==> config.mk <==
export PLATFORM = sky130hd
export DESIGN_NAME = stpseq_top
export DESIGN_NICKNAME = d
export VERILOG_FILES = /design/src/stpseq_pkg.sv /design/src/stpseq_ctrl_if.sv /design/src/stpseq_table.sv /design/src/stpseq_apb.sv /design/src/stpseq_top.sv
export SDC_FILE = /design/constraint.sdc
export NUM_CORES = 1
export LEC_CHECK = 0
export CORE_ASPECT_RATIO = 1.4
export CORE_MARGIN = 4
export CORE_UTILIZATION = 50
export CTS_CLUSTER_SIZE = 12
export DETAILED_ROUTE_END_ITERATION = 10
export DONT_BUFFER_PORTS = 1
export GPL_TIMING_DRIVEN = 0
export HOLD_SLACK_MARGIN = 0.12
export SETUP_SLACK_MARGIN = 0.3
export SLEW_MARGIN = 0
export SYNTH_ARGS = -nofsm -noshare
export SYNTH_HDL_FRONTEND = slang
export SYNTH_SLANG_ARGS = --single-unit
==> constraint.sdc <==
create_clock -name MCLK_IN -period 8.2 [get_ports MCLK_IN]
set_clock_uncertainty 0.05 [all_clocks]
set_input_delay 0.41 -clock MCLK_IN [delete_from_list [all_inputs] [get_ports MCLK_IN]]
set_output_delay 0.41 -clock MCLK_IN [all_outputs]
set_load 0.02 [all_outputs]
==> src/stpseq_pkg.sv <==
/*
  Constants, register map and pattern tables of the stepper phase sequencer.
  Assumes one 125 MHz system clock and a 32-bit APB register bus.
*/
package stpseq_pkg;

  // ==========================================================
  // Register map
  localparam logic [7:0] STPSEQ_OFF_CTRL = 8'h00;
  localparam logic [7:0] STPSEQ_OFF_STEP_IV = 8'h04;
  localparam logic [7:0] STPSEQ_OFF_DEAD_IV = 8'h08;
  localparam logic [7:0] STPSEQ_OFF_COUNT = 8'h0C;
  localparam logic [7:0] STPSEQ_OFF_TARGET = 8'h10;
  localparam logic [7:0] STPSEQ_OFF_STATUS = 8'h14;

  // ==========================================================
  // Control and status fields
  localparam int STPSEQ_CTRL_RUN = 0;
  localparam int STPSEQ_CTRL_HALF = 1;
  localparam int STPSEQ_CTRL_DEAD = 2;
  localparam int STPSEQ_CTRL_REV = 3;
  localparam int STPSEQ_CTRL_STBY = 4;
  localparam int STPSEQ_ST_PHASE = 0;
  localparam int STPSEQ_ST_INDEX = 4;
  localparam int STPSEQ_ST_RUNNING = 8;
  localparam int STPSEQ_ST_DONE = 9;

  // ==========================================================
  // Reset values and timing
  localparam logic [4:0] STPSEQ_CTRL_RST = 5'h00;
  localparam logic [15:0] STPSEQ_STEP_IV_RST = 16'h0300;
  localparam logic [15:0] STPSEQ_DEAD_IV_RST = 16'h0030;
  localparam logic [31:0] STPSEQ_TARGET_RST = 32'h0000_0000;
  localparam logic [3:0] STPSEQ_PHASE_RST = 4'h0;
  localparam logic [15:0] STPSEQ_MIN_HOLD = 16'h0002;

  // ==========================================================
  // Sequence modes and tables, entry 0 first
  typedef enum logic [1:0] {
    STPSEQ_FULL = 2'b00,
    STPSEQ_HALFSTEP = 2'b01,
    STPSEQ_DEADTIME = 2'b10
  } stpseq_mode_e;

  localparam logic [3:0] STPSEQ_FULL_LEN = 4'h4;
  localparam logic [3:0] STPSEQ_LONG_LEN = 4'h8;
  localparam logic [3:0] STPSEQ_FULL_TAB [4] = '{4'h9, 4'hA, 4'h6, 4'h5};
  localparam logic [3:0] STPSEQ_HALF_TAB [8] =
    '{4'h8, 4'hA, 4'h2, 4'h6, 4'h4, 4'h5, 4'h1, 4'h9};
  localparam logic [3:0] STPSEQ_DEAD_TAB [4] = '{4'h1, 4'h8, 4'h2, 4'h4};

endpackage

==> src/stpseq_ctrl_if.sv <==
/*
  Interface between the register slave and the sequencer core.
  Assumes both ends run on the same system clock.
*/
`timescale 1ns/1ps
interface stpseq_ctrl_if;
  logic run;
  logic half;
  logic dead_en;
  logic reverse;
  logic standby;
  logic [15:0] step_iv;
  logic [15:0] dead_iv;
  logic [31:0] target;
  logic count_clr;
  logic [31:0] step_count;
  logic [3:0] phase;
  logic [2:0] index;
  logic running;
  logic done;

  modport regs (
    output run, half, dead_en, reverse, standby, step_iv, dead_iv, target, count_clr,
    input step_count, phase, index, running, done
  );
  modport core (
    input run, half, dead_en, reverse, standby, step_iv, dead_iv, target, count_clr,
    output step_count, phase, index, running, done
  );
endinterface // stpseq_ctrl_if

==> src/stpseq_table.sv <==
/*
  Pattern lookup: maps sequence mode and index to the phase pattern.
  Assumes the index is already below the length of the selected sequence.
*/
`timescale 1ns/1ps
module stpseq_table
  import stpseq_pkg::*;
(
  // Selection
  input wire stpseq_pkg::stpseq_mode_e mode_in,
  input wire logic [2:0] index_in,
  // Result
  output logic [3:0] pattern_out,
  output logic is_dead_out
);

  // ==========================================================
  // Lookup
  always_comb begin
    pattern_out = STPSEQ_PHASE_RST;
    is_dead_out = 1'b0;
    case (mode_in)
      STPSEQ_FULL: begin
        pattern_out = STPSEQ_FULL_TAB[index_in[1:0]];
      end
      STPSEQ_HALFSTEP: begin
        pattern_out = STPSEQ_HALF_TAB[index_in];
      end
      STPSEQ_DEADTIME: begin
        // Even entries are dead patterns, odd ones the full step they lead into
        is_dead_out = ~index_in[0];
        if (index_in[0]) begin
          pattern_out = STPSEQ_FULL_TAB[index_in[2:1]];
        end else begin
          pattern_out = STPSEQ_DEAD_TAB[index_in[2:1]];
        end
      end
      default: begin
        pattern_out = STPSEQ_PHASE_RST;
      end
    endcase
  end

endmodule // stpseq_table

==> src/stpseq_apb.sv <==
/*
  APB register slave of the stepper sequencer.
  Assumes a standard APB master on the same clock; one wait state per access.
*/
`timescale 1ns/1ps
module stpseq_apb
  import stpseq_pkg::*;
(
  // Clock and reset
  input wire logic clk_in,
  input wire logic srst_in,
  // APB
  input wire logic psel_in,
  input wire logic penable_in,
  input wire logic pwrite_in,
  input wire logic [7:0] paddr_in,
  input wire logic [31:0] pwdata_in,
  output logic [31:0] prdata_out,
  output logic pready_out,
  output logic pslverr_out,
  // Core side
  stpseq_ctrl_if.regs ctl
);

  logic [4:0] ctrl_reg, ctrl_next;
  logic [15:0] step_iv_reg, step_iv_next;
  logic [15:0] dead_iv_reg, dead_iv_next;
  logic [31:0] target_reg, target_next;
  logic clr_reg, clr_next;
  logic [31:0] prdata_reg, prdata_next;
  logic pready_reg, pready_next;
  logic pslverr_reg, pslverr_next;
  logic access;
  logic hit;
  logic [31:0] rdata;

  // ==========================================================
  // Decode
  always_comb begin
    // Waiting one cycle in the access phase keeps read data a clean flop output
    access = psel_in & penable_in & ~pready_reg;
    hit = 1'b1;
    rdata = 32'h0000_0000;
    case (paddr_in)
      STPSEQ_OFF_CTRL: rdata = {27'h0000000, ctrl_reg};
      STPSEQ_OFF_STEP_IV: rdata = {16'h0000, step_iv_reg};
      STPSEQ_OFF_DEAD_IV: rdata = {16'h0000, dead_iv_reg};
      STPSEQ_OFF_COUNT: rdata = ctl.step_count;
      STPSEQ_OFF_TARGET: rdata = target_reg;
      STPSEQ_OFF_STATUS: begin
        rdata[STPSEQ_ST_PHASE +: 4] = ctl.phase;
        rdata[STPSEQ_ST_INDEX +: 3] = ctl.index;
        rdata[STPSEQ_ST_RUNNING] = ctl.running;
        rdata[STPSEQ_ST_DONE] = ctl.done;
      end
      default: hit = 1'b0;
    endcase
    ctrl_next = ctrl_reg;
    step_iv_next = step_iv_reg;
    dead_iv_next = dead_iv_reg;
    target_next = target_reg;
    clr_next = 1'b0;
    pready_next = access;
    pslverr_next = access & ~hit;
    prdata_next = (access & ~pwrite_in) ? rdata : 32'h0000_0000;
    if (access & pwrite_in) begin
      case (paddr_in)
        STPSEQ_OFF_CTRL: ctrl_next = pwdata_in[4:0];
        STPSEQ_OFF_STEP_IV: step_iv_next = pwdata_in[15:0];
        STPSEQ_OFF_DEAD_IV: dead_iv_next = pwdata_in[15:0];
        STPSEQ_OFF_COUNT: clr_next = 1'b1;
        STPSEQ_OFF_TARGET: target_next = pwdata_in;
        default: clr_next = 1'b0;
      endcase
    end
  end

  // ==========================================================
  // Registers
  always_ff @(posedge clk_in) begin
    if (srst_in) begin
      ctrl_reg <= STPSEQ_CTRL_RST;
      step_iv_reg <= STPSEQ_STEP_IV_RST;
      dead_iv_reg <= STPSEQ_DEAD_IV_RST;
      target_reg <= STPSEQ_TARGET_RST;
      clr_reg <= 1'b0;
      prdata_reg <= 32'h0000_0000;
      pready_reg <= 1'b0;
      pslverr_reg <= 1'b0;
    end else begin
      ctrl_reg <= ctrl_next;
      step_iv_reg <= step_iv_next;
      dead_iv_reg <= dead_iv_next;
      target_reg <= target_next;
      clr_reg <= clr_next;
      prdata_reg <= prdata_next;
      pready_reg <= pready_next;
      pslverr_reg <= pslverr_next;
    end
  end

  assign prdata_out = prdata_reg;
  assign pready_out = pready_reg;
  assign pslverr_out = pslverr_reg;
  assign ctl.run = ctrl_reg[STPSEQ_CTRL_RUN];
  assign ctl.half = ctrl_reg[STPSEQ_CTRL_HALF];
  assign ctl.dead_en = ctrl_reg[STPSEQ_CTRL_DEAD];
  assign ctl.reverse = ctrl_reg[STPSEQ_CTRL_REV];
  assign ctl.standby = ctrl_reg[STPSEQ_CTRL_STBY];
  assign ctl.step_iv = step_iv_reg;
  assign ctl.dead_iv = dead_iv_reg;
  assign ctl.target = target_reg;
  assign ctl.count_clr = clr_reg;

endmodule // stpseq_apb

==> src/stpseq_top.sv <==
/*
  Stepper phase sequencer: APB registers, interval timer, index walk and
  the four phase pins with their output enables.
  Assumes external pull-downs on the phase lines and an APB master on MCLK_IN.
*/
// Design decisions made here: the placing of the registers and the APB register port.
`timescale 1ns/1ps
module stpseq_top
  import stpseq_pkg::*;
(
  // Clock and reset
  input wire logic MCLK_IN,
  input wire logic SRST_IN,
  // APB slave
  input wire logic PSEL_IN,
  input wire logic PENABLE_IN,
  input wire logic PWRITE_IN,
  input wire logic [7:0] PADDR_IN,
  input wire logic [31:0] PWDATA_IN,
  output logic [31:0] PRDATA_OUT,
  output logic PREADY_OUT,
  output logic PSLVERR_OUT,
  // Phase lines, bit 3 is phase_line_3
  output logic [3:0] PHASE_OUT,
  output logic [3:0] PHASE_OE_OUT
);

  stpseq_ctrl_if ctl ();

  stpseq_mode_e mode;
  logic [3:0] seq_len;
  logic [2:0] idx_reg, idx_next;
  logic [2:0] walk_idx;
  logic [15:0] hold_reg, hold_next;
  logic shown_reg, shown_next;
  logic [3:0] phase_reg, phase_next;
  logic [3:0] oe_reg, oe_next;
  logic [31:0] count_reg, count_next;
  logic done;
  logic stepping;
  logic advance;
  logic [3:0] pattern;
  logic is_dead;
  logic [15:0] iv;

  // ==========================================================
  // Register slave
  stpseq_apb u_apb (
    .clk_in(MCLK_IN),
    .srst_in(SRST_IN),
    .psel_in(PSEL_IN),
    .penable_in(PENABLE_IN),
    .pwrite_in(PWRITE_IN),
    .paddr_in(PADDR_IN),
    .pwdata_in(PWDATA_IN),
    .prdata_out(PRDATA_OUT),
    .pready_out(PREADY_OUT),
    .pslverr_out(PSLVERR_OUT),
    .ctl(ctl.regs)
  );

  // ==========================================================
  // Mode and index walk
  always_comb begin
    // Dead-time mode wins over half-step when both are set
    if (ctl.dead_en) begin
      mode = STPSEQ_DEADTIME;
    end else if (ctl.half) begin
      mode = STPSEQ_HALFSTEP;
    end else begin
      mode = STPSEQ_FULL;
    end
    seq_len = (mode == STPSEQ_FULL) ? STPSEQ_FULL_LEN : STPSEQ_LONG_LEN;
    done = (ctl.target != 32'h0000_0000) && (count_reg >= ctl.target);
    stepping = ctl.run & ~done & ~ctl.standby;
    advance = stepping & shown_reg & (hold_reg == 16'h0000);
    walk_idx = idx_reg;
    if ({1'b0, idx_reg} >= seq_len) begin
      // A switch to a shorter table leaves the index outside it
      walk_idx = 3'h0;
    end else if (advance) begin
      if (ctl.reverse) begin
        if (idx_reg == 3'h0) begin
          walk_idx = 3'(seq_len - 4'h1);
        end else begin
          walk_idx = idx_reg - 3'h1;
        end
      end else if ({1'b0, idx_reg} == seq_len - 4'h1) begin
        walk_idx = 3'h0;
      end else begin
        walk_idx = idx_reg + 3'h1;
      end
    end
  end

  stpseq_table u_table (
    .mode_in(mode),
    .index_in(walk_idx),
    .pattern_out(pattern),
    .is_dead_out(is_dead)
  );

  // ==========================================================
  // Interval timer, phase pins and step count
  always_comb begin
    iv = is_dead ? ctl.dead_iv : ctl.step_iv;
    // A hold below two cycles would let the pattern change on back-to-back edges
    if (iv < STPSEQ_MIN_HOLD) begin
      iv = STPSEQ_MIN_HOLD;
    end
    idx_next = walk_idx;
    hold_next = hold_reg;
    shown_next = shown_reg;
    phase_next = phase_reg;
    oe_next = ctl.standby ? 4'h0 : 4'hF;
    count_next = ctl.count_clr ? 32'h0000_0000 : count_reg;
    if (stepping && (!shown_reg || advance)) begin
      phase_next = pattern;
      hold_next = iv - 16'h0001;
      shown_next = 1'b1;
      if (!is_dead) begin
        // Set wins: a step issued with a clear leaves a count of one
        count_next = count_next + 32'h0000_0001;
      end
    end else if (stepping && hold_reg != 16'h0000) begin
      hold_next = hold_reg - 16'h0001;
    end
  end

  always_ff @(posedge MCLK_IN) begin
    if (SRST_IN) begin
      idx_reg <= 3'h0;
      hold_reg <= 16'h0000;
      shown_reg <= 1'b0;
      phase_reg <= STPSEQ_PHASE_RST;
      oe_reg <= 4'hF;
      count_reg <= 32'h0000_0000;
    end else begin
      idx_reg <= idx_next;
      hold_reg <= hold_next;
      shown_reg <= shown_next;
      phase_reg <= phase_next;
      oe_reg <= oe_next;
      count_reg <= count_next;
    end
  end

  assign PHASE_OUT = phase_reg;
  assign PHASE_OE_OUT = oe_reg;
  assign ctl.step_count = count_reg;
  assign ctl.phase = phase_reg;
  assign ctl.index = idx_reg;
  assign ctl.running = stepping;
  assign ctl.done = done;

endmodule // stpseq_top

# After elaboration in Yosys (flattened, before gate mapping)
# Memory sizes are Yosys's and may differ from the RTL's.
# Cells that the tools add are included.
dict set report word_totals {
  reg_bits 164
  romBits 32
  inputBits 45
  output_inout_bits 42
  wordCells 110
  n_memories 1
}
dict set report op_classes {
  addsub 6
  n_lt_le_gt_ge 6
  n_eq_ne 8
  mux 36
  bitwise 20
  reduce_logical 19
}
# memory depth word_bits read_ports rd_ports_with_merged_regs write_ports line
set mem_list {}
lappend mem_list {{(name not given)} 8 4 1 0 0 stpseq_table.sv:27} ;# pattern_out = STPSEQ_HALF_TAB[index_in];
# op n
set op_table {}
lappend op_table {{two-way mux 32 bit} 3}
lappend op_table {{one-hot mux 22 bit (4 select lines)} 1}
lappend op_table {{two-way mux 16 bit} 4}
lappend op_table {{two-way mux 4 bit} 11}
lappend op_table {{one-hot mux 7 bit (6 select lines)} 1}
lappend op_table {{adder 32 x 1 -> 32 bit, second input constant} 1}
lappend op_table {{>= comparator 32 bit} 1}
lappend op_table {{nonzero test 32 bit} 1}
lappend op_table {{subtractor 16 x 1 -> 16 bit, second input constant} 2}
lappend op_table {{binary-select mux 4 bit (select 2 bit)} 3}
lappend op_table {{== test 8 x 4 -> 1 bit, second input constant} 2}
lappend op_table {{== test 8 x 5 -> 1 bit, second input constant} 2}
lappend op_table {{zero test 16 bit} 1}
lappend op_table {{< comparator 16 x 2 -> 1 bit, second input constant} 1}
lappend op_table {{nonzero test 16 bit} 1}
lappend op_table {{two-way mux 3 bit} 5}
lappend op_table {{one-hot mux 4 bit (3 select lines)} 1}
lappend op_table {{one-hot mux 2 bit (5 select lines)} 1}
lappend op_table {{AND 1 bit} 9}
lappend op_table {{== test 8 x 3 -> 1 bit, second input constant} 1}
lappend op_table {{zero test 8 bit} 1}
lappend op_table {{inverter 1 bit} 8}
lappend op_table {{AND reduction 2 bit} 4}
lappend op_table {{>= comparator 3 bit, second input constant} 2}
lappend op_table {{other kinds (21)} 28}

# Logic depth before layout (Yosys ltp)
# Gate-level depths: netlist (run 1).
dict set report logic_depth {
  ltp_word 17
  mapped_depth 22
  depth_no_buf 18
}

# By module
# Synthesis (run 1) repeated with hierarchy kept, for this count alone.
dict set report hier_totals {
  cells_unflattened 1143
  area_unflattened_um2 9288.9
}
# module n_inst cells_per_inst area_per_inst_um2 seq_area_each_um2
set modules_own_cells {}
lappend modules_own_cells {stpseq_top 1 648 4829.6 1141.1}
lappend modules_own_cells {stpseq_apb 1 463 4214.0 2082.0}
lappend modules_own_cells {stpseq_table 1 32 245.2 0.0}

# Least setup slack after synthesis (run 1)
# No wires, ideal clock.
dict set report synth_path {
  kind {register to register}
  start {register u_apb.target_reg[14], in the netlist u_apb.ctl.target[14]}
  end {register hold_reg[10]}
  setup_ps 91
  arrival_time_ps 4195
  required_time_ps 8059
  path_slack_ps 3864
  stages_incl_launch_ff 19
  n_path_buf 2
  synth_period_minus_slack_ps 4336
  cell_sequence {dfxtp_1 > inv_1 > ha_1 > and4_1 > nand2_1 > or4_1 > a31oi_2 > or4_1 > o211a_1 > clkbuf_1 > nor2_1 > or3_1 > o22ai_1 > ha_1 > inv_1 > or3_1 > clkbuf_1 > or3_1 > a311oi_1}
}
dict set report synth_via {
  elab_chain_cells 16
  word_cells_on_any_way 21
  cone_classes {add/sub: 1; order compare: 2; mux: 6; bitwise: 6; reduce/logical: 6}
}
# element line
set synth_lines {}
lappend synth_lines {{from (decl)} stpseq_apb.sv:28} ;# logic [31:0] target_reg, target_next;
lappend synth_lines {{from (signal assigned)} stpseq_apb.sv:94} ;# target_reg <= target_next;
lappend synth_lines {{>= comparator 32 bit / nonzero test 32 bit (equally long branches)} stpseq_top.sv:74} ;# done = (ctl.target != 32'h0000_0000) && (count_reg >= ctl.target);
lappend synth_lines {{logical AND 1 bit (*)} stpseq_top.sv:74}
lappend synth_lines {{inverter 1 bit (*)} stpseq_top.sv:75} ;# stepping = ctl.run & ~done & ~ctl.standby;
lappend synth_lines {{AND 1 bit (*) (2 in series)} stpseq_top.sv:75}
lappend synth_lines {{AND 1 bit (2 in series)} stpseq_top.sv:76} ;# advance = stepping & shown_reg & (hold_reg == 16'h0000);
lappend synth_lines {{two-way mux 3 bit} stpseq_top.sv:81} ;# end else if (advance) begin
lappend synth_lines {{two-way mux 3 bit} stpseq_top.sv:78} ;# if ({1'b0, idx_reg} >= seq_len) begin
lappend synth_lines {{inverter 1 bit} stpseq_table.sv:31} ;# is_dead_out = ~index_in[0];
lappend synth_lines {{two-way mux 1 bit} stpseq_table.sv:22} ;# case (mode_in)
lappend synth_lines {{two-way mux 16 bit} stpseq_top.sv:106} ;# iv = is_dead ? ctl.dead_iv : ctl.step_iv;
lappend synth_lines {{< comparator 16 x 2 -> 1 bit} stpseq_top.sv:108} ;# if (iv < STPSEQ_MIN_HOLD) begin
lappend synth_lines {{two-way mux 16 bit} stpseq_top.sv:108}
lappend synth_lines {{subtractor 16 x 1 -> 16 bit} stpseq_top.sv:119} ;# hold_next = iv - 16'h0001;
lappend synth_lines {{two-way mux 16 bit} stpseq_top.sv:117} ;# if (stepping && (!shown_reg || advance)) begin
lappend synth_lines {{to (signal assigned)} stpseq_top.sv:140} ;# hold_reg <= hold_next;
lappend synth_lines {{to (decl)} stpseq_top.sv:34} ;# logic [15:0] hold_reg, hold_next;
# Mark *: on every way between the ends. The rest lies on a longest branch, timed or not.
# A chain may end at the register's enable or synchronous reset.

# Worst setup path after layout (run 1)
dict set report layout_path {
  start {register count_reg[0]}
  end {register hold_reg[8]}
}
dict set report layout_via {
  elab_chain_cells 16
  word_cells_on_any_way 20
  cone_classes {add/sub: 1; order compare: 2; mux: 6; bitwise: 6; reduce/logical: 5}
}
# element line
set layout_lines {}
lappend layout_lines {{from (decl)} stpseq_top.sv:38} ;# logic [31:0] count_reg, count_next;
lappend layout_lines {{from (signal assigned)} stpseq_top.sv:144} ;# count_reg <= count_next;
lappend layout_lines {{>= comparator 32 bit (*)} stpseq_top.sv:74}
lappend layout_lines {{logical AND 1 bit (*)} stpseq_top.sv:74}
lappend layout_lines {{inverter 1 bit (*)} stpseq_top.sv:75}
lappend layout_lines {{AND 1 bit (*) (2 in series)} stpseq_top.sv:75}
lappend layout_lines {{AND 1 bit (2 in series)} stpseq_top.sv:76}
lappend layout_lines {{two-way mux 3 bit} stpseq_top.sv:81}
lappend layout_lines {{two-way mux 3 bit} stpseq_top.sv:78}
lappend layout_lines {{inverter 1 bit} stpseq_table.sv:31}
lappend layout_lines {{two-way mux 1 bit} stpseq_table.sv:22}
lappend layout_lines {{two-way mux 16 bit} stpseq_top.sv:106}
lappend layout_lines {{< comparator 16 x 2 -> 1 bit} stpseq_top.sv:108}
lappend layout_lines {{two-way mux 16 bit} stpseq_top.sv:108}
lappend layout_lines {{subtractor 16 x 1 -> 16 bit} stpseq_top.sv:119}
lappend layout_lines {{two-way mux 16 bit} stpseq_top.sv:117}
# Marks and branches as above.

==> flow_summary.json, run 1 <==
{
  "worst_setup_path_end_kind": "flop",
  "finalSetupTns_ns": 0,
  "placedCellCount": 1309,
  "stdcell_count": 1377,
  "grt_use_met1": 0.313,
  "die_y_um": 163,
  "syn_area_per_cell_um2": 7.73,
  "p_total_w": 0.00169,
  "synth_flop_cell": "dfxtp_1",
  "status": "completed",
  "overflow": 0,
  "crit_family": "buffers and inverters",
  "yosys_register_bits": 161,
  "cts_buffers": 17,
  "clkTransAtPathRegs_ns": 0.06,
  "pin_count": 87,
  "crit_top_cell": "clkbuf_1",
  "timing.critical_path.slowest_stage_cell": "nor4_2",
  "antenna_found_initial": 2,
  "setup_viol": 0,
  "numPortBuffers": 0,
  "fin_crit_sh": 0.700,
  "rsz0062_at_grt": "no",
  "drive_gt1_frac": 0.0580,
  "fmax_mhz": 174,
  "critPathBufInv": 6,
  "worst_slew_pin_slew_ns": 1.02,
  "clk_latency_ns": 0.43,
  "gr-usage-met3": 0.0448,
  "rrSetupSlack_ns": 2.46,
  "powerDensity_nw_per_um2": 173,
  "yosys.area_share.simple": 0.260,
  "cp_max_fo": 10,
  "layout_common_cells": "nand2_1, dfxtp_1, nor2_1",
  "finalMaxSlewViolations": 0,
  "synthCells": 1106,
  "synth_seq_area_share": 0.377,
  "cts_max_path_buffers": 2,
  "holdWs_ns": 0.150,
  "fillerInstances": 1599,
  "ys_types": 61,
  "dieArea_um2": 19300,
  "cp_data_required_time_ns": 8.51,
  "core_um2": 16700,
  "grt_max_degree": 17,
  "worst_setup_path_start_kind": "flop",
  "busiest_layer": "met2",
  "path_cells": "inv_1 -> ha_1 -> nand2b_1 -> a2111oi_0 -> or4_1 -> a31oi_2 -> nor4_2 -> clkbuf_1 -> clkbuf_1 -> buf_1 -> o22ai_1 -> ha_1 -> inv_1 -> or3_1 -> clkbuf_1 -> nor2_1 -> or3_1 -> a31oi_1",
  "synth_top_family_by_area": "simple AND/OR/NAND/NOR gates",
  "grtUsageMet2": 0.528,
  "slowest_delay_ns": 0.65,
  "drt.antenna.violating_nets": 0,
  "synth-edff-count": 0,
  "grt_pass1_vias": 7789,
  "start_util": 0.511,
  "slew_headroom": 0.320,
  "syn_nets": 1195,
  "area_growth_pct": 14.4,
  "yosys.area_share.adder": 0.0644,
  "firstDrtPassIters": 6,
  "drc": 0,
  "arrival_ns": 6.05,
  "grt.total_usage": 0.285,
  "cts_tree": "done",
  "grt_pass1_wl_um": 43000,
  "crit_type": "reg -> reg",
  "clkSinkCount": 161,
  "leakage_nw": 3.44,
  "syn-cell-area_um2": 8550,
  "drt_iter0_markers": 538,
  "async_reset_ff_frac": 0,
  "h-tree-depth": 4,
  "post-dp-hpwl_um": 21200,
  "vias": 8048,
  "vias_per_cell": 5.84,
  "nets": 1248,
  "synth_compound_area_frac": 0.172,
  "cts_resized": 0,
  "final_common_cell": "nand2_1",
  "wl_um": 27500,
  "muxShareOfSynthArea": 0.0420,
  "ys_warn_count": 0,
  "die_x_um": 119,
  "cts_root_buf": "clkbuf_16",
  "std_cell_rows": 56,
  "max-vdd-ir-drop_mv": 0.115,
  "wl_per_cell_um": 19.9,
  "hold_viol": 0,
  "holdCritPathClass": "in -> reg",
  "drv_cap": 0,
  "synth_xor_area_frac": 0.0328,
  "period_needed_ns": 5.74,
  "gp_congestion": 0.939
}
path summary, 6_finish.rpt:
check	cells past startpoint	from	endpoint
min	2	PENABLE_IN	u_apb.pready_out$_SDFF_PP0_
max reg2reg	18	count_reg[0]$_SDFF_PP0_	hold_reg[8]$_SDFFE_PP0P_
min reg2reg	1	u_apb.ctrl_reg[4]$_SDFFE_PP0P_	PHASE_OE_OUT[2]$_SDFF_PP1_
max	18	count_reg[0]$_SDFF_PP0_	hold_reg[8]$_SDFFE_PP0P_
logic make-up after synthesis:
logic type                 count (synthesis)
adders and majority gates                 44
and+or+nand+nor                          487
buffers and inverters                    115
AOI/OAI and AO/OA                        233
xor gates and xnor gates                  32
DFF                                      161
muxes                                     34
through the flow:
step	instance area [µm²]	setup slack, ns	utilization
after floorplan	8550	3.86	-
after global placement	8810	2.53	0.526
after detailed placement	8810	2.50	0.526
after CTS	9780	2.49	0.584
after global routing	9780	1.89	0.584
final	9780	2.46	0.584
report_power, final:
part           switching, W  internal, W  total (W)
Sequential       0.00000189     0.000783   0.000785
Clock              0.000333     0.000513   0.000846
Combinational     0.0000375    0.0000217  0.0000592
Total              0.000372      0.00132    0.00169
final cells by class:
class                   instances  area (µm²)  area share
diodes                          2        5.00    0.000512
inverters                      53         199      0.0203
flip-flops and latches        161        3220       0.329
clock inverters                11         151      0.0155
multi-input cells             830        4880       0.499
repair buffers                 34         340      0.0348
clock buffers                  21         480      0.0491
well taps                     203         254      0.0260
plain buffers                  62         246      0.0252
per-layer routing:
layer	share of wire	vias up
li1	-	3966
met1	0.39	3751
met2	0.53	250
met3	0.038	81
met4	0.048	0
met5	0	-
synthesized netlist by cell type, types with 13 or more instances:
library cell,n,share of area
mux2_2,15,0.020
nor2_1,124,0.054
xor2_1,16,0.016
dfxtp_1,161,0.38
clkbuf_1,55,0.024
nand2_1,216,0.095
a22oi_1,21,0.018
nor3_1,14,0.0082
ha_1,44,0.064
inv_1,53,0.023
nand3_1,25,0.015
nor4_1,24,0.018
o21ai_0,32,0.019
or3_1,13,0.0095
nand4_1,16,0.012
a21oi_1,113,0.066
xnor2_1,16,0.016
mux2i_1,19,0.022
repair_timing:
item	CTS	global route
buffers inserted	0	0
hold endpoints to repair	71	0
hold buffers	34	0
(Power assumes the default switching activity.)
==> inputs of run 2 (changes only) <==
ABC_AREA = 1   (was unset)
clock period = 5.75 ns   (was 8.2 ns; I/O delays follow)
==> run 2 against run 1 <==
  * Routed wire length up 0.83%
  * Synthesized area up 1.2%
  * Register-to-register slack worse by 1.0 ns
  * Power up 39%
  * Cell count up 13%
  * Design area up 1.0%
  * Worst setup slack worse by 1.0 ns
  * Die area up 1.1%
  * Critical path type unchanged
  * First-iteration DRC count up 12%
==> flow_summary.json, run 2 <==
{
  "status": "completed",
  "hold_viol": 0,
  "yosys.cell_count.top_type": "nand2_1",
  "grt_pass1_wl_um": 43600,
  "cp_max_fo": 10,
  "crit_type": "reg -> reg",
  "yosys_register_bits": 161,
  "holdCritPathClass": "in -> reg",
  "crit_top_cell": "nand2_1",
  "holdWs_ns": 0.121,
  "wl_um": 27700,
  "grt_max_degree": 17,
  "post_cts_buffers": 0,
  "synth.area.top_cells": "dfxtp_1, nand2_1, a21oi_1",
  "arrival_ns": 4.61,
  "cts_root_buf": "clkbuf_16",
  "cts_hold_buf": 35,
  "slowest_delay_ns": 0.34,
  "numPortBuffers": 0,
  "finalSetupTns_ns": 0,
  "antenna_found_initial": 0,
  "period_needed_ns": 4.33,
  "powerDensity_nw_per_um2": 238,
  "syn_nets": 1344,
  "pre_cts_ws_ns": 1.46,
  "ys_types": 48,
  "netlist_top_cells_count": "nand2_1, nor2_1, dfxtp_1, inv_1, a21oi_1",
  "firstDrtPassIters": 5,
  "area_growth_pct": 14.2,
  "gp_congestion": 0.903,
  "syn_area_per_cell_um2": 6.89,
  "p_total_w": 0.00235,
  "synth-edff-count": 0,
  "vias": 8412,
  "rsz0062_at_grt": "no",
  "cts_tree": "done",
  "fmax_mhz": 231,
  "setup_viol": 0,
  "die_y_um": 164,
  "vias_per_cell": 5.41,
  "worst_setup_path_end_kind": "flop",
  "max-vdd-ir-drop_mv": 0.165,
  "layout_common_cells": "nand2_1, nor2_1, dfxtp_1",
  "worst_slew_pin_slew_ns": 0.872,
  "clkSinkCount": 161,
  "synthCells": 1255,
  "die_x_um": 119,
  "synth_seq_area_share": 0.373,
  "std_cell_rows": 56,
  "async_reset_ff_frac": 0,
  "drt_iter0_markers": 602,
  "leakage_nw": 3.98,
  "start_util": 0.512,
  "clkTransAtPathRegs_ns": 0.07,
  "drc": 0,
  "grt_pass1_vias": 8320,
  "n_antenna_cell": 0,
  "post-dp-hpwl_um": 21900,
  "core_um2": 16900,
  "timing.critical_path.slowest_stage_cell": "dfxtp_1",
  "final_common_cell": "nand2_1",
  "drt.antenna.violating_nets": 0,
  "fin_crit_sh": 0.753,
  "h-tree-depth": 4,
  "cts_max_path_buffers": 2,
  "grt.total_usage": 0.287,
  "clk_latency_ns": 0.44,
  "dieArea_um2": 19500,
  "worst_setup_path_start_kind": "flop",
  "cp_data_required_time_ns": 6.03,
  "pin_count": 87,
  "fillerInstances": 1680,
  "wl_per_cell_um": 17.8,
  "yosysTopAreaCell": "dfxtp_1",
  "cts_buffers": 17,
  "drive_gt1_frac": 0.0673,
  "drv_cap": 0,
  "synth_top_area_share": 0.373,
  "final_util": 0.585,
  "synth_flop_cell": "dfxtp_1",
  "cts_resized": 0,
  "finalMaxSlewViolations": 0,
  "ys_warn_count": 0,
  "fin_ws_ns": 1.42,
  "nets": 1398,
  "slew_headroom": 0.419,
  "overflow": 0,
  "syn-cell-area_um2": 8650
}
-- run 2: layout make-up --
cell class                 instances  area (µm²)  share of cell area
clock buffer                      18         439              0.0444
tap                              232         290              0.0294
timing repair buffer              35         350              0.0354
inverter                         173         652              0.0659
buffer                            50         218              0.0220
multi-input combinational        871        4560               0.461
clock inverter                    14         153              0.0154
sequential                       161        3220               0.326
-- run 2: where the power goes --
part,switching [W],internal (W)
combinational,0.0000440,0.0000263
sequential,0.00000130,0.00112
clock,0.000504,0.000657
-- run 2: cell families after synthesis --
logic type | after synthesis | share of synthesized area
xor gates and xnor gates | 7 | 0.00709
buffers and inverters | 223 | 0.101
AOI/OAI and AO/OA | 319 | 0.200
adders and majority gates | 44 | 0.0636
and+or+nand+nor | 501 | 0.256
DFF | 161 | 0.373
-- run 2: worst paths after layout --
kind                                     startpoint                         endpoint  slack, ns  depth (start not counted)
setup / recovery   u_apb.ctl.target[3]$_SDFFE_PP0P_        hold_reg[12]$_SDFFE_PP0P_       1.42                         35
hold / removal                            PWRITE_IN   u_apb.ctl.count_clr$_SDFF_PP0_       0.12                          2
setup reg to reg   u_apb.ctl.target[3]$_SDFFE_PP0P_        hold_reg[12]$_SDFFE_PP0P_       1.42                         35
hold reg to reg   u_apb.ctl.target[20]$_SDFFE_PP0P_  u_apb.prdata_out[20]$_SDFF_PP0_       0.41                          2
-- run 2: worst max-delay path: cells and delay by family, from the launching register on --
kind / cells / cell delay (ns)
AND/OR/NAND/NOR: 26 / 2.67
adder cells (fa/ha/maj): 2 / 0.43
AO/OA/AOI/OAI: 1 / 0.12
flip-flops: 1 / 0.34
buffers and inverters: 5 / 0.45
XOR/XNOR: 1 / 0.14
-- run 2: routing by layer --
layer	global-route usage	up-vias	wire, µm
met4	0.118	0	886
met2	0.562	184	15200
met1	0.302	3916	10700
li1	-	4255	-
met5	0	-	0
met3	0.0402	57	883
-- run 2: metrics by stage --
step / instances / cell area (µm²)
floorplan: 1255 / 8650
global placement: 1487 / 8940
detailed placement: 1487 / 8940
CTS: 1554 / 9880
global route: 1554 / 9880
finish: 1554 / 9880
==> inputs of run 3 (changes only) <==
ABC_AREA = 0   (was 1)
PLACE_DENSITY = 0.68   (was unset)
clock period = 3.7 ns   (was 5.75 ns; I/O delays follow)
==> run 3 against run 2 <==
  * The flow now finishes with violations (negative setup slack)
  * Non-clock buffer count rose by 86
  * Sequential cell count is the same
  * Fmax increased by 4.0%
  * Routed wire length grew 8.9%
  * Global-route usage grew 1.1 points
  * Cell count down 6.9%
  * Hold slack gained 0.027 ns
  * Count of clock-buffer cells in the layout up 5
==> flow_summary.json, run 3 (synthesis gave the netlist of run 1 again) <==
{
  "vias": 8769,
  "hold_depth": 4,
  "grt_max_degree": 17,
  "power.share.switching": 0.209,
  "p_switching_w": 0.000789,
  "cts_buffers": 17,
  "clkTransAtPathRegs_ns": 0.06,
  "finalSetupTns_ns": -4.20,
  "fillerInstances": 1295,
  "finalInstanceArea_um2": 11500,
  "ff_latch_area_um2": 3290,
  "holdCritPathClass": "in -> reg",
  "path_cells": "ha_4 -> and4_4 -> nand2_2 -> or4_4 -> a31oi_4 -> buf_12 -> buf_6 -> nor4_4 -> o211ai_4 -> nor2_1 -> or3_4 -> o22ai_4 -> ha_2 -> inv_2 -> or3_4 -> buf_8 -> or3_1 -> a311oi_1",
  "dpl_cell_area_um2": 9040,
  "setup_viol": 17,
  "max-vdd-ir-drop_mv": 0.225,
  "antenna_found_initial": 0,
  "nets": 1323,
  "status": "finished, violations left",
  "clk_latency_ns": 0.44,
  "leakage_nw": 4.10,
  "multi_input_area_um2": 5740,
  "crit_start": "count_reg[10]$_SDFF_PP0_",
  "final_util": 0.686,
  "numPortBuffers": 0,
  "post-dp-hpwl_um": 20900,
  "area_growth_pct": 34.3,
  "stdcell_count": 1446,
  "hold_viol": 0,
  "vias_per_cell": 6.06,
  "std_cell_rows": 56,
  "die_x_um": 119,
  "reg2reg_depth": 18,
  "fmax_mhz": 240,
  "clkSinkCount": 161,
  "period_needed_ns": 4.16,
  "failed_checks": "negative setup slack",
  "cp_max_fo": 6,
  "drt.antenna.violating_nets": 0,
  "drt_iter0_markers": 714,
  "worst_slew_pin_slew_ns": 0.967,
  "slowest_delay_ns": 0.54,
  "worst_setup_path_end_kind": "flop",
  "crit_type": "reg -> reg",
  "p_clk_frac": 0.498,
  "drv_cap": 0,
  "layout_common_cells": "nand2_1, dfxtp_1, nor2_1",
  "gp_congestion": 0.909,
  "core_um2": 16700,
  "rsz0062_at_grt": "yes",
  "grt.total_usage": 0.298,
  "wl_per_cell_um": 20.9,
  "n_antenna_cell": 0,
  "cp_num_cells": 18,
  "min_from": "PSEL_IN",
  "final_common_cell": "nand2_1",
  "cp_data_required_time_ns": 4.00,
  "overflow": 0,
  "arrival_ns": 4.46,
  "placedCellCount": 1309,
  "h-tree-depth": 4,
  "power.share.combinational": 0.042,
  "p_seq_frac": 0.460,
  "die_y_um": 163,
  "firstDrtPassIters": 7,
  "slew_headroom": 0.355,
  "crit_top_cell": "or3_4",
  "p_total_w": 0.00377,
  "cts_tree": "done",
  "r2r-end": "hold_reg[10]$_SDFFE_PP0P_",
  "drive_gt1_frac": 0.237,
  "intPower_w": 0.00298,
  "grt_pass1_vias": 8722,
  "powerDensity_nw_per_um2": 328,
  "crit_family": "simple AND/OR/NAND/NOR gates",
  "critPathBufInv": 4,
  "fin_crit_sh": 1.12,
  "rrSetupSlack_ns": -0.46,
  "cts_max_path_buffers": 2,
  "grt_pass1_wl_um": 45500,
  "start_util": 0.511,
  "cts_root_buf": "clkbuf_16",
  "drc": 0,
  "finalMaxSlewViolations": 0,
  "worst_hold_path.endpoint": "u_apb.prdata_out[9]$_SDFF_PP0_",
  "timing.critical_path.slowest_stage_cell": "or4_4",
  "worstReg2RegStart": "count_reg[10]$_SDFF_PP0_",
  "pin_count": 87,
  "wl_um": 30200,
  "worst_setup_path_start_kind": "flop",
  "fin_ws_ns": -0.461,
  "dieArea_um2": 19300
}
[run 3: cell types whose count changed in the layout (fill, tap and decap cells not counted), sizes merged, moves of 17 or more]
cell   before  now
o22ai      19    2
o21ai     125   32
mux2i       0   19
buf        10   82
a21oi     139  114
nand3      44   25
inv       174   53
a22oi       4   21
nor2      178  124
[run 3: how the worst max path moves through the flow]
stage	to
6_report	hold_reg[10]$_SDFFE_PP0P_
2_1_floorplan	hold_reg[12]$_SDFFE_PP0P_
4_1_cts	hold_reg[14]$_SDFFE_PP0P_
3_3_place_gp	hold_reg[12]$_SDFFE_PP0P_
5_1_grt	hold_reg[14]$_SDFFE_PP0P_
3_5_place_dp	hold_reg[12]$_SDFFE_PP0P_
[run 3: power groups by stage]
| stage | clock, W | sequential [W] | combinational (W) |
|---|---|---|---|
| global route | 0.00195 | 0.00173 | 0.000169 |
| global placement | 0 | 0.00178 | 0.0000910 |
| finish | 0.00188 | 0.00173 | 0.000160 |
| CTS | 0.00188 | 0.00174 | 0.000150 |
| detailed placement | 0 | 0.00178 | 0.0000918 |
| floorplan | 0 | 0.00178 | 0.0000624 |
[run 3: what timing repair did]
action | 4_1_cts | 5_1_grt
hold buffers | 40 | 0
pin swaps | 44 | 37
endpoints found under the setup margin | 53 | 50
gates cloned | 1 | 0
gates resized for setup | 113 | 96
hold endpoints to repair | 81 | 0
setup buffers | 47 | 21
[run 3: through the flow]
| step | setup slack, ns | hold WS [ns] |
|---|---|---|
| after floorplan | -0.287 | 0.239 |
| after global placement | -1.15 | 0.251 |
| after detailed placement | -1.14 | 0.253 |
| after CTS | -0.590 | 0.126 |
| after global routing | -0.643 | 0.157 |
| final | -0.461 | 0.148 |
[run 3: tightest hold or removal path: stages]
cell     delay (ns)
nand2_1        0.09
nor4_1         0.09
nand4_1        0.13
a21oi_1        0.07
[run 3: per-layer routing]
metal / global-route usage / part of all wire / wire (µm) / up-vias
li1: - / - / - / 4121
met1: 0.318 / 0.36 / 10900 / 4180
met2: 0.552 / 0.53 / 15800 / 346
met3: 0.0386 / 0.047 / 1430 / 122
met4: 0.184 / 0.064 / 1930 / 0
met5: 0 / 0 / 0 / -
[run 3: area by class of cell]
type,instances,share of cell area
multi-input combinational,830,0.500
sequential,161,0.286
timing repair buffer,109,0.0890
clock buffer,23,0.0425
buffer,62,0.0314
tap,203,0.0221
inverter,53,0.0178
clock inverter,5,0.0111
